$ cat src/qrs_pkg.sv
// shared constants and types for the dual-port burst sram link
package qrs_pkg;
	localparam int DATA_W       = 18;
	localparam int ADDR_W       = 4;
	localparam int MEM_DEPTH    = 16;
	localparam int FIFO_DEPTH   = 8;
	localparam int FIFO_W       = ADDR_W + 2 * DATA_W;
	localparam int SLOTS        = 4;
	// latency in link half-cycles from read address capture to word0
	localparam int LAT_PLL_HALF = 3;
	localparam int LAT_BYP_HALF = 2;
	localparam int SYS_PERIOD_NS = 50;
	localparam int K_PERIOD_NS   = 400;
	localparam int K_PERIOD_CYC  = K_PERIOD_NS / SYS_PERIOD_NS;
	localparam logic [2:0] PH_RESET     = 3'h0;
	localparam logic [2:0] PH_K_FALL    = 3'(K_PERIOD_CYC / 2);
	localparam logic [2:0] PH_RD_LAUNCH = 3'h6;
	localparam logic [2:0] PH_WR_LAUNCH = 3'h2;
	localparam logic       SEL_IDLE     = 1'b1;
	localparam logic [DATA_W-1:0] DATA_RST = '0;
	localparam logic [ADDR_W-1:0] ADDR_RST = '0;
	typedef enum logic {
		CAP_WORD0 = 1'b0,
		CAP_WORD1 = 1'b1
	} cap_t;
endpackage

$ cat src/qrs_if.sv
// link wires between the sram device end and its controller
`timescale 1ns/1ps
interface qrs_if;
	import qrs_pkg::*;
	logic              k;
	logic              k_n;
	logic              c;
	logic              c_n;
	logic              read_port_select_n;
	logic              write_port_select_n;
	logic [ADDR_W-1:0] addr;
	logic [DATA_W-1:0] d;
	logic              pll_bypass;
	logic [DATA_W-1:0] q;
	logic              q_valid;
	logic              echo_strobe;
	logic              echo_strobe_n;
	modport device (
		input  k, k_n, c, c_n, read_port_select_n, write_port_select_n, addr, d, pll_bypass,
		output q, q_valid, echo_strobe, echo_strobe_n
	);
	modport ctrl (
		output k, k_n, c, c_n, read_port_select_n, write_port_select_n, addr, d, pll_bypass,
		input  q, q_valid, echo_strobe, echo_strobe_n
	);
endinterface

$ cat src/qrs_fifo.sv
// parameterised valid/ready fifo with registered flags
`timescale 1ns/1ps
module qrs_fifo #(
	parameter int WIDTH = 8,
	parameter int DEPTH = 8
) (
	input  wire logic             i_sys_clk,
	input  wire logic             i_sys_rst,
	input  wire logic             i_in_valid,
	input  wire logic [WIDTH-1:0] i_in_data,
	output logic                  o_in_ready,
	output logic                  o_out_valid,
	output logic [WIDTH-1:0]      o_out_data,
	input  wire logic             i_out_ready
);
	localparam int AW = $clog2(DEPTH);
	logic [WIDTH-1:0] mem [DEPTH];
	logic [AW-1:0]    wp_reg, wp_next, rp_reg, rp_next;
	logic [AW:0]      cnt_reg, cnt_next;
	logic             push, pop;

	assign push = i_in_valid && o_in_ready;
	assign pop  = o_out_valid && i_out_ready;
	assign o_out_data = mem[rp_reg];

	always_comb begin
		wp_next  = push ? AW'(wp_reg + 1'b1) : wp_reg;
		rp_next  = pop ? AW'(rp_reg + 1'b1) : rp_reg;
		cnt_next = (AW+1)'(cnt_reg + push - pop);
	end

	always_ff @(posedge i_sys_clk or posedge i_sys_rst) begin
		if (i_sys_rst) begin
			wp_reg      <= '0;
			rp_reg      <= '0;
			cnt_reg     <= '0;
			o_in_ready  <= 1'b1;
			o_out_valid <= 1'b0;
		end else begin
			wp_reg      <= wp_next;
			rp_reg      <= rp_next;
			cnt_reg     <= cnt_next;
			o_in_ready  <= cnt_next != (AW+1)'(DEPTH);
			o_out_valid <= cnt_next != '0;
		end
	end

	always_ff @(posedge i_sys_clk) begin
		if (push) begin
			mem[wp_reg] <= i_in_data;
		end
	end
endmodule

$ cat src/qrs_ctrl.sv
// controller end: makes the link clocks, drives address slots, collects reads
`timescale 1ns/1ps
module qrs_ctrl
	import qrs_pkg::*;
(
	input  wire logic              i_sys_clk,
	input  wire logic              i_sys_rst,
	qrs_if.ctrl                    link,
	input  wire logic              i_pll_bypass,
	input  wire logic              i_rd_req,
	input  wire logic [ADDR_W-1:0] i_rd_addr,
	output logic                   o_rd_accept,
	input  wire logic              i_wr_valid,
	input  wire logic [FIFO_W-1:0] i_wr_data,
	output logic                   o_wr_ready,
	output logic                   o_rd_valid,
	output logic [DATA_W-1:0]      o_rd_data0,
	output logic [DATA_W-1:0]      o_rd_data1
);
	// ************************************************
	// clock divider and address/data slots
	// ************************************************
	logic [2:0]        phase_reg, phase_next;
	logic              k_next, rsel_reg, rsel_next, wsel_reg, wsel_next;
	logic [ADDR_W-1:0] addr_reg, addr_next, wa_reg, wa_next;
	logic [DATA_W-1:0] d_reg, d_next, w1_reg, w1_next;
	logic              acc_next, wr_take, f_valid, f_ready;
	logic [FIFO_W-1:0] f_data;

	qrs_fifo #(.WIDTH(FIFO_W), .DEPTH(FIFO_DEPTH)) u_fifo (
		.i_sys_clk  (i_sys_clk),
		.i_sys_rst  (i_sys_rst),
		.i_in_valid (i_wr_valid),
		.i_in_data  (i_wr_data),
		.o_in_ready (o_wr_ready),
		.o_out_valid(f_valid),
		.o_out_data (f_data),
		.i_out_ready(f_ready)
	);

	always_comb begin
		phase_next = 3'(phase_reg + 1'b1);
		k_next     = phase_next < PH_K_FALL;
		rsel_next  = rsel_reg;
		wsel_next  = wsel_reg;
		addr_next  = addr_reg;
		d_next     = d_reg;
		wa_next    = wa_reg;
		w1_next    = w1_reg;
		acc_next   = 1'b0;
		wr_take    = 1'b0;
		if (phase_next == PH_RD_LAUNCH) begin
			// read address slot, ahead of the rising edge of k
			acc_next  = i_rd_req;
			wr_take   = f_valid;
			rsel_next = ~i_rd_req;
			wsel_next = ~f_valid;
			addr_next = i_rd_addr;
			d_next    = f_data[DATA_W-1:0];
			wa_next   = f_data[FIFO_W-1 -: ADDR_W];
			w1_next   = f_data[2*DATA_W-1 -: DATA_W];
		end else if (phase_next == PH_WR_LAUNCH) begin
			// write address slot, ahead of the rising edge of k_n
			rsel_next = SEL_IDLE;
			wsel_next = SEL_IDLE;
			addr_next = wa_reg;
			d_next    = w1_reg;
		end
	end
	assign f_ready = wr_take;

	always_ff @(posedge i_sys_clk or posedge i_sys_rst) begin
		if (i_sys_rst) begin
			phase_reg                <= PH_RESET;
			rsel_reg                 <= SEL_IDLE;
			wsel_reg                 <= SEL_IDLE;
			addr_reg                 <= ADDR_RST;
			d_reg                    <= DATA_RST;
			wa_reg                   <= ADDR_RST;
			w1_reg                   <= DATA_RST;
			o_rd_accept              <= 1'b0;
			link.k                   <= 1'b1;
			link.k_n                 <= 1'b0;
			link.c                   <= 1'b1;
			link.c_n                 <= 1'b0;
			link.read_port_select_n  <= SEL_IDLE;
			link.write_port_select_n <= SEL_IDLE;
			link.addr                <= ADDR_RST;
			link.d                   <= DATA_RST;
			link.pll_bypass          <= 1'b0;
		end else begin
			phase_reg                <= phase_next;
			rsel_reg                 <= rsel_next;
			wsel_reg                 <= wsel_next;
			addr_reg                 <= addr_next;
			d_reg                    <= d_next;
			wa_reg                   <= wa_next;
			w1_reg                   <= w1_next;
			o_rd_accept              <= acc_next;
			link.k                   <= k_next;
			link.k_n                 <= ~k_next;
			// output clocks follow k so launch and capture edges coincide
			link.c                   <= k_next;
			link.c_n                 <= ~k_next;
			link.read_port_select_n  <= rsel_next;
			link.write_port_select_n <= wsel_next;
			link.addr                <= addr_next;
			link.d                   <= d_next;
			link.pll_bypass          <= i_pll_bypass;
		end
	end

	// ************************************************
	// read capture against the echo strobes
	// ************************************************
	logic [DATA_W+2:0] s1_reg, s2_reg;
	logic              e3_reg, en3_reg, edge_hit, vld_next;
	cap_t              cap_reg, cap_next;
	logic [DATA_W-1:0] r0_reg, r0_next, o0_next, o1_next;

	always_comb begin
		edge_hit = (s2_reg[1] & ~e3_reg) | (s2_reg[0] & ~en3_reg);
		cap_next = cap_reg;
		r0_next  = r0_reg;
		o0_next  = o_rd_data0;
		o1_next  = o_rd_data1;
		vld_next = 1'b0;
		if (edge_hit) begin
			if (!s2_reg[2]) begin
				cap_next = CAP_WORD0;
			end else if (cap_reg == CAP_WORD0) begin
				r0_next  = s2_reg[DATA_W+2:3];
				cap_next = CAP_WORD1;
			end else begin
				o0_next  = r0_reg;
				o1_next  = s2_reg[DATA_W+2:3];
				vld_next = 1'b1;
				cap_next = CAP_WORD0;
			end
		end
	end

	always_ff @(posedge i_sys_clk or posedge i_sys_rst) begin
		if (i_sys_rst) begin
			s1_reg     <= '0;
			s2_reg     <= '0;
			e3_reg     <= 1'b0;
			en3_reg    <= 1'b0;
			cap_reg    <= CAP_WORD0;
			r0_reg     <= DATA_RST;
			o_rd_data0 <= DATA_RST;
			o_rd_data1 <= DATA_RST;
			o_rd_valid <= 1'b0;
		end else begin
			s1_reg     <= {link.q, link.q_valid, link.echo_strobe, link.echo_strobe_n};
			s2_reg     <= s1_reg;
			e3_reg     <= s2_reg[1];
			en3_reg    <= s2_reg[0];
			cap_reg    <= cap_next;
			r0_reg     <= r0_next;
			o_rd_data0 <= o0_next;
			o_rd_data1 <= o1_next;
			o_rd_valid <= vld_next;
		end
	end
endmodule

$ cat src/flat_wrapper.sv
// flat-port wrapper written by rule: the top's interface ports become plain ports
module qrs_ctrl_flat import qrs_pkg::*;
  (i_sys_clk, i_sys_rst, i_pll_bypass, i_rd_req, i_rd_addr, o_rd_accept, i_wr_valid, i_wr_data, o_wr_ready, o_rd_valid, o_rd_data0, o_rd_data1, link_k, link_k_n, link_c, link_c_n, link_read_port_select_n, link_write_port_select_n, link_addr, link_d, link_pll_bypass, link_q, link_q_valid, link_echo_strobe, link_echo_strobe_n);
  qrs_if link_i ();
  input  wire logic i_sys_clk;
  input  wire logic i_sys_rst;
  input  wire logic i_pll_bypass;
  input  wire logic i_rd_req;
  input  wire logic [ADDR_W-1:0] i_rd_addr;
  output logic o_rd_accept;
  input  wire logic i_wr_valid;
  input  wire logic [FIFO_W-1:0] i_wr_data;
  output logic o_wr_ready;
  output logic o_rd_valid;
  output logic [DATA_W-1:0] o_rd_data0;
  output logic [DATA_W-1:0] o_rd_data1;
  output wire logic [$bits(link_i.k)-1:0] link_k;
  output wire logic [$bits(link_i.k_n)-1:0] link_k_n;
  output wire logic [$bits(link_i.c)-1:0] link_c;
  output wire logic [$bits(link_i.c_n)-1:0] link_c_n;
  output wire logic [$bits(link_i.read_port_select_n)-1:0] link_read_port_select_n;
  output wire logic [$bits(link_i.write_port_select_n)-1:0] link_write_port_select_n;
  output wire logic [$bits(link_i.addr)-1:0] link_addr;
  output wire logic [$bits(link_i.d)-1:0] link_d;
  output wire logic [$bits(link_i.pll_bypass)-1:0] link_pll_bypass;
  input wire logic [$bits(link_i.q)-1:0] link_q;
  input wire logic [$bits(link_i.q_valid)-1:0] link_q_valid;
  input wire logic [$bits(link_i.echo_strobe)-1:0] link_echo_strobe;
  input wire logic [$bits(link_i.echo_strobe_n)-1:0] link_echo_strobe_n;
  assign link_k = link_i.k;
  assign link_k_n = link_i.k_n;
  assign link_c = link_i.c;
  assign link_c_n = link_i.c_n;
  assign link_read_port_select_n = link_i.read_port_select_n;
  assign link_write_port_select_n = link_i.write_port_select_n;
  assign link_addr = link_i.addr;
  assign link_d = link_i.d;
  assign link_pll_bypass = link_i.pll_bypass;
  assign link_i.q = link_q;
  assign link_i.q_valid = link_q_valid;
  assign link_i.echo_strobe = link_echo_strobe;
  assign link_i.echo_strobe_n = link_echo_strobe_n;
  qrs_ctrl u_core (.i_sys_clk(i_sys_clk), .i_sys_rst(i_sys_rst), .link(link_i), .i_pll_bypass(i_pll_bypass), .i_rd_req(i_rd_req), .i_rd_addr(i_rd_addr), .o_rd_accept(o_rd_accept), .i_wr_valid(i_wr_valid), .i_wr_data(i_wr_data), .o_wr_ready(o_wr_ready), .o_rd_valid(o_rd_valid), .o_rd_data0(o_rd_data0), .o_rd_data1(o_rd_data1));
endmodule
$ cat config.mk
export PLATFORM = sky130hd
export DESIGN_NAME = qrs_ctrl_flat
export DESIGN_NICKNAME = d
export VERILOG_FILES = /design/src/qrs_pkg.sv /design/src/qrs_if.sv /design/src/qrs_fifo.sv /design/src/qrs_ctrl.sv /design/src/flat_wrapper.sv
export SDC_FILE = /design/constraint.sdc
export NUM_CORES = 1
export LEC_CHECK = 0
export BUFFER_PORTS_ARGS = -buffer_cell sky130_fd_sc_hd__buf_2
export CORE_MARGIN = 2
export CORE_UTILIZATION = 35
export CTS_BUF_LIST = sky130_fd_sc_hd__clkbuf_2 sky130_fd_sc_hd__clkbuf_4 sky130_fd_sc_hd__clkbuf_8
export CTS_CLUSTER_SIZE = 12
export DETAILED_ROUTE_END_ITERATION = 6
export RECOVER_POWER = 50
export REMOVE_ABC_BUFFERS = 1
export SYNTH_ARGS = -nofsm -noshare
export SYNTH_HDL_FRONTEND = slang
export SYNTH_SLANG_ARGS = --single-unit
$ cat constraint.sdc
create_clock -name i_sys_clk -period 6.5 [get_ports i_sys_clk]
set_clock_uncertainty 0.05 [all_clocks]
set_input_delay 0.65 -clock i_sys_clk [delete_from_list [all_inputs] [get_ports i_sys_clk]]
set_output_delay 0.65 -clock i_sys_clk [all_outputs]
set_load 0.005 [all_outputs]
After elaboration in Yosys (flattened, before gate mapping)
Memory sizes are Yosys's and may differ from the RTL's.
Index checks and enable logic that the tools add are counted.
{"block": "totals", "latch_bits": 0, "input_bits": 70, "mem_bits_ro": 0, "ramBits": 320, "regBits": 165, "wordCells": 66, "mem_count": 1, "output_inout_bits": 68}
{"memory": "u_core.u_fifo.mem", "words": 8, "width": 40, "rd": 1, "rd_clocked_by_memory_dff": 0, "wr": 1, "line": "qrs_fifo.sv:17", "rtl": "logic [WIDTH-1:0] mem [DEPTH];"}
{"block": "op_classes", "n_eq_ne": 3, "multipliers": 0, "mux": 16, "magnitude_cmp": 1, "shifts": 0, "n_reduce_logical": 6, "add_sub_neg": 5, "div": 0, "bitwise_logic": 9}
{"cell": "two-way mux 18 bit", "n": 2}
{"cell": "two-way mux 1 bit", "n": 12}
{"cell": "adder 3 x 1 -> 3 bit, second input constant", "n": 3}
{"cell": "two-way mux 4 bit", "n": 2}
{"cell": "inverter 1 bit", "n": 6}
{"cell": "AND reduction 3 bit", "n": 2}
{"cell": "adder 4 x 1 -> 4 bit", "n": 1}
{"cell": "inequality test 4 bit, second input constant", "n": 1}
{"cell": "nonzero test 4 bit", "n": 1}
{"cell": "subtractor 4 x 1 -> 4 bit", "n": 1}
{"cell": "== test 3 x 2 -> 1 bit, second input constant", "n": 1}
{"cell": "== test 3 bit, second input constant", "n": 1}
{"cell": "< comparator 3 bit, second input constant", "n": 1}
{"cell": "AND 1 bit", "n": 2}
{"cell": "logical AND 1 bit", "n": 2}
{"cell": "nonzero test 2 bit", "n": 1}
{"cell": "OR 1 bit", "n": 1}

Longest topological paths before layout
{"block": "logic_depth", "depth_word": 6, "depth_mapped": 14, "depth_no_buf": 13}

By module
From an unflattened synthesis, not the netlist that was laid out.
{"block": "unflattened", "hier_cells": 855, "area_unflattened_um2": 18371.4}
{"mod": "qrs_fifo", "n_inst": 1, "cells_each": 524, "seq_area_each_um2": 9910.8, "area_each_um2": 12942.4}
{"mod": "qrs_ctrl", "n_inst": 1, "cells_each": 331, "seq_area_each_um2": 3807.4, "area_each_um2": 5429.0}

Worst setup path after synthesis
OpenSTA, ideal clock, no wires.
{"block": "synth_path", "kind": "input-to-reg", "startpoint": "input port i_wr_valid", "endpoint": "memory u_core.u_fifo.mem[0][0] (netlist name) (enable)", "t_arrival_ps": 4631, "setup_slack_ps": 1283, "required_time_ps": 5913, "setup_ps": 537, "cell_stages": 2, "path_buffers": 0, "cell_sequence": "nand2_1 > nor4_1"}
{"block": "synth_via", "elab_chain_len": 3}
{"item": "from (decl)", "line": "flat_wrapper.sv:11", "rtl": "input wire logic i_wr_valid;"}
{"item": "logical AND 1 bit", "line": "qrs_fifo.sv:22", "rtl": "assign push = i_in_valid && o_in_ready;"}
{"item": "two-way mux 1 bit", "line": "qrs_fifo.sv:49", "rtl": "if (push) begin"}
{"item": "two-way mux 1 bit (not written as such)", "line": "qrs_fifo.sv:50", "rtl": "mem[wp_reg] <= i_in_data;"}
{"item": "to (decl)", "line": "qrs_fifo.sv:17"}
No other way between the ends.

==> out/metrics.yaml <==
fmax_mhz: 251
crit_chain: "buf_2 -> clkinvlp_2"
endpoint_kind: "async pin"
leakage_nw: 7.79
synth-simple-area-share_pct: 2.68
synth.distinct_cells: 44
largest_reg_flops: 320
peakVddDrop_mv: 0.377
cp_top_family: "buffers and inverters"
period_needed_ps: 3990
slew_viol_final: 88
synth_top_area_cell: "edfxtp_1"
fin_hold_ws_ps: 65.6
detail-route-antenna-nets: 0
cp-start-kind: "input pin"
yosys.area_share.adder_pct: 0.729
grt_pass1_wl_um: 60000
mostFrequentLayoutCells: "320 x edfxtp_1, 159 x dfrtp_1, 137 x mux2_2"
critPathSlowestCell: "clkinvlp_2"
synth.yosys.seq_area_share_pct: 75.4
routed_via_density: 4.85
dp_hpwl_um: 21400
whs_path_depth: 1
power.density_nw_per_um2: 432
cts_tree: "built"
core-area_um2: 51300
drt_iter0_markers: 396
synth_top_cells_by_area: "edfxtp_1 53%, dfrtp_1 22%, mux2_2 8.5%"
vias: 9384
synth_compound_area_share_pct: 4.52
cts_buffer_depth: 3
outcome: "finished with violations"
crit_required_ps: 5900
fp.dieW_um: 232
final_net_count: 1265
violations: "capacitance limit, slew limit"
slew_headroom_pct: -207
place_congestion: 0.721
synth_area_um2: 18200
max-cap-violations: 1
synth_top_area_share_pct: 52.8
yosys_warnings: 0
fin_setup_tns_ps: 0
cp.depth: 2
syn_inst: 994
clk_pin_slew_ps: 60
tightest_slew_ps: 4590
ctsRootBufferMaster: "clkbuf_8"
cts_made_buffers: 80
gr-usage-met3_pct: 3.41
post-place-ws_ps: 3310
area_delta_synth_final_pct: 16.8
firstDrtPassIters: 6
wl_per_cell_um: 20.6
grt_max_degree: 137
grt_pass1_vias: 9992
placed_cell_area_um2: 19500
synth-seq-cells: 484
dieArea_um2: 53800
antenna_found_initial: 5
synthMuxAreaShare_pct: 13.3
synth_xor_area_share_pct: 0.427
post_cts.repair.setup_buffers: 0
start_util_pct: 35.4
io_pins: 138
overflow: 0
async_flop_share_pct: 33.9
rr_worst_depth: 13
die_h_um: 232
use_met2_pct: 25.0
path_class: "input pin to async pin"
routed_wl_um: 39800
use_met1_pct: 18.5
utilization_pct: 41.4
layout_setup_ws_ps: 2510
portBuffers: 137
rsz0062_at_grt: "no"
post-route-period-util_pct: 61.4
ys.flop_type: "edfxtp_1"
clk_latency_ps: 660
min_path_type: "input pin to flip-flop"
crit_arrival_ps: 3390
drive_above_1_share_pct: 31.3
synth_edf_count: 320
cts_sinks: 484
layout.cells.most_common: "edfxtp_1"
htree_levels: 3
syn-mean-instance-area_um2: 18.3
cts_resized: 0
grt.total_usage_pct: 15.0
critPathBufInv: 2
final_cell_area_um2: 21200
worstPathMaxFanout: 87
setup_viol: 0
fp-row-count: 83
post-route-drc-count: 0
top_usage_layer: "met2"
slowest_delay_ps: 2520
synth_top_family_by_area: "multiplexers"
timing_hold_violations_final: 0
## kinds of logic after synthesis
family | Yosys count
simple gates | 103
mux | 194
buf+inv | 87
xor+xnor | 8
flops | 484
compound gates | 108
fa+ha+maj | 10
## worst paths after layout
kind | from | to | slack [ps]
worst max-delay path | i_sys_rst | u_core.u_fifo.rp_reg[0]$_DFFE_PP0P_ | 2510
worst min-delay path | link_q[0] | u_core.s1_reg[3]$_DFF_PP0_ | 70
worst max register to register | u_core.phase_reg[0]$_DFF_PP0_ | u_core.u_fifo.o_out_valid$_DFF_PP0_ | 3100
worst min register to register | u_core.s1_reg[10]$_DFF_PP0_ | u_core.s2_reg[10]$_DFF_PP0_ | 290
max in group i_sys_clk | u_core.phase_reg[0]$_DFF_PP0_ | u_core.u_fifo.o_out_valid$_DFF_PP0_ | 3100
min in group asynchronous | i_sys_rst | u_core.w1_reg[17]$_DFFE_PP0N_ | 1320
## synthesized netlist by cell type (all sizes together), types with 4 or more instances
cell type,count
nand3,22
nand2,33
dfstp,4
nor2,23
a31oi,5
clkbuf,13
a221o,7
mux2i,35
mux4,22
o221ai,29
o31ai,22
mux2,137
edfxtp,320
nor2b,10
nand2b,5
ha,9
xnor2,7
inv,34
o22ai,30
nor3,5
buf,40
a22oi,10
dfrtp,160
## per-stage QoR
stage                     instances  power [mW]
final                          1934        9.18
after global routing           1933        9.66
after CTS                      1931        9.34
after detailed placement       1776        6.44
after global placement         1776        6.39
after floorplan                 941        5.70
## routing by layer
layer	up-vias	share of wire (%)
met5	-	0.050
met4	4	2.9
met3	88	5.4
met2	248	49
met1	4809	43
li1	4235	-
## report_power, final
group	switching (mW)	leakage [nW]	total, mW	internal (mW)
logic	1.19	2.07	2.14	0.956
clock network	1.21	0.911	2.86	1.64
registers	0.272	4.81	4.18	3.91
## area by class of cell
| type | count | area (µm²) |
|---|---|---|
| Antenna cell | 3 | 7.51 |
| Tap cell | 680 | 851 |
| Clock buffer | 114 | 1400 |
| Clock inverter | 34 | 345 |
| Multi-Input combinational cell | 423 | 3980 |
| Timing Repair Buffer | 162 | 811 |
| Sequential cell | 484 | 13700 |
| Fill cell | 4671 | 30100 |
| Inverter | 34 | 129 |
## what timing repair did
action,CTS,global route
hold endpoints to repair,7,0
hold buffers,7,0
setup endpoints to repair,0,0
Note: power is estimated with default switching activity, not from simulation.
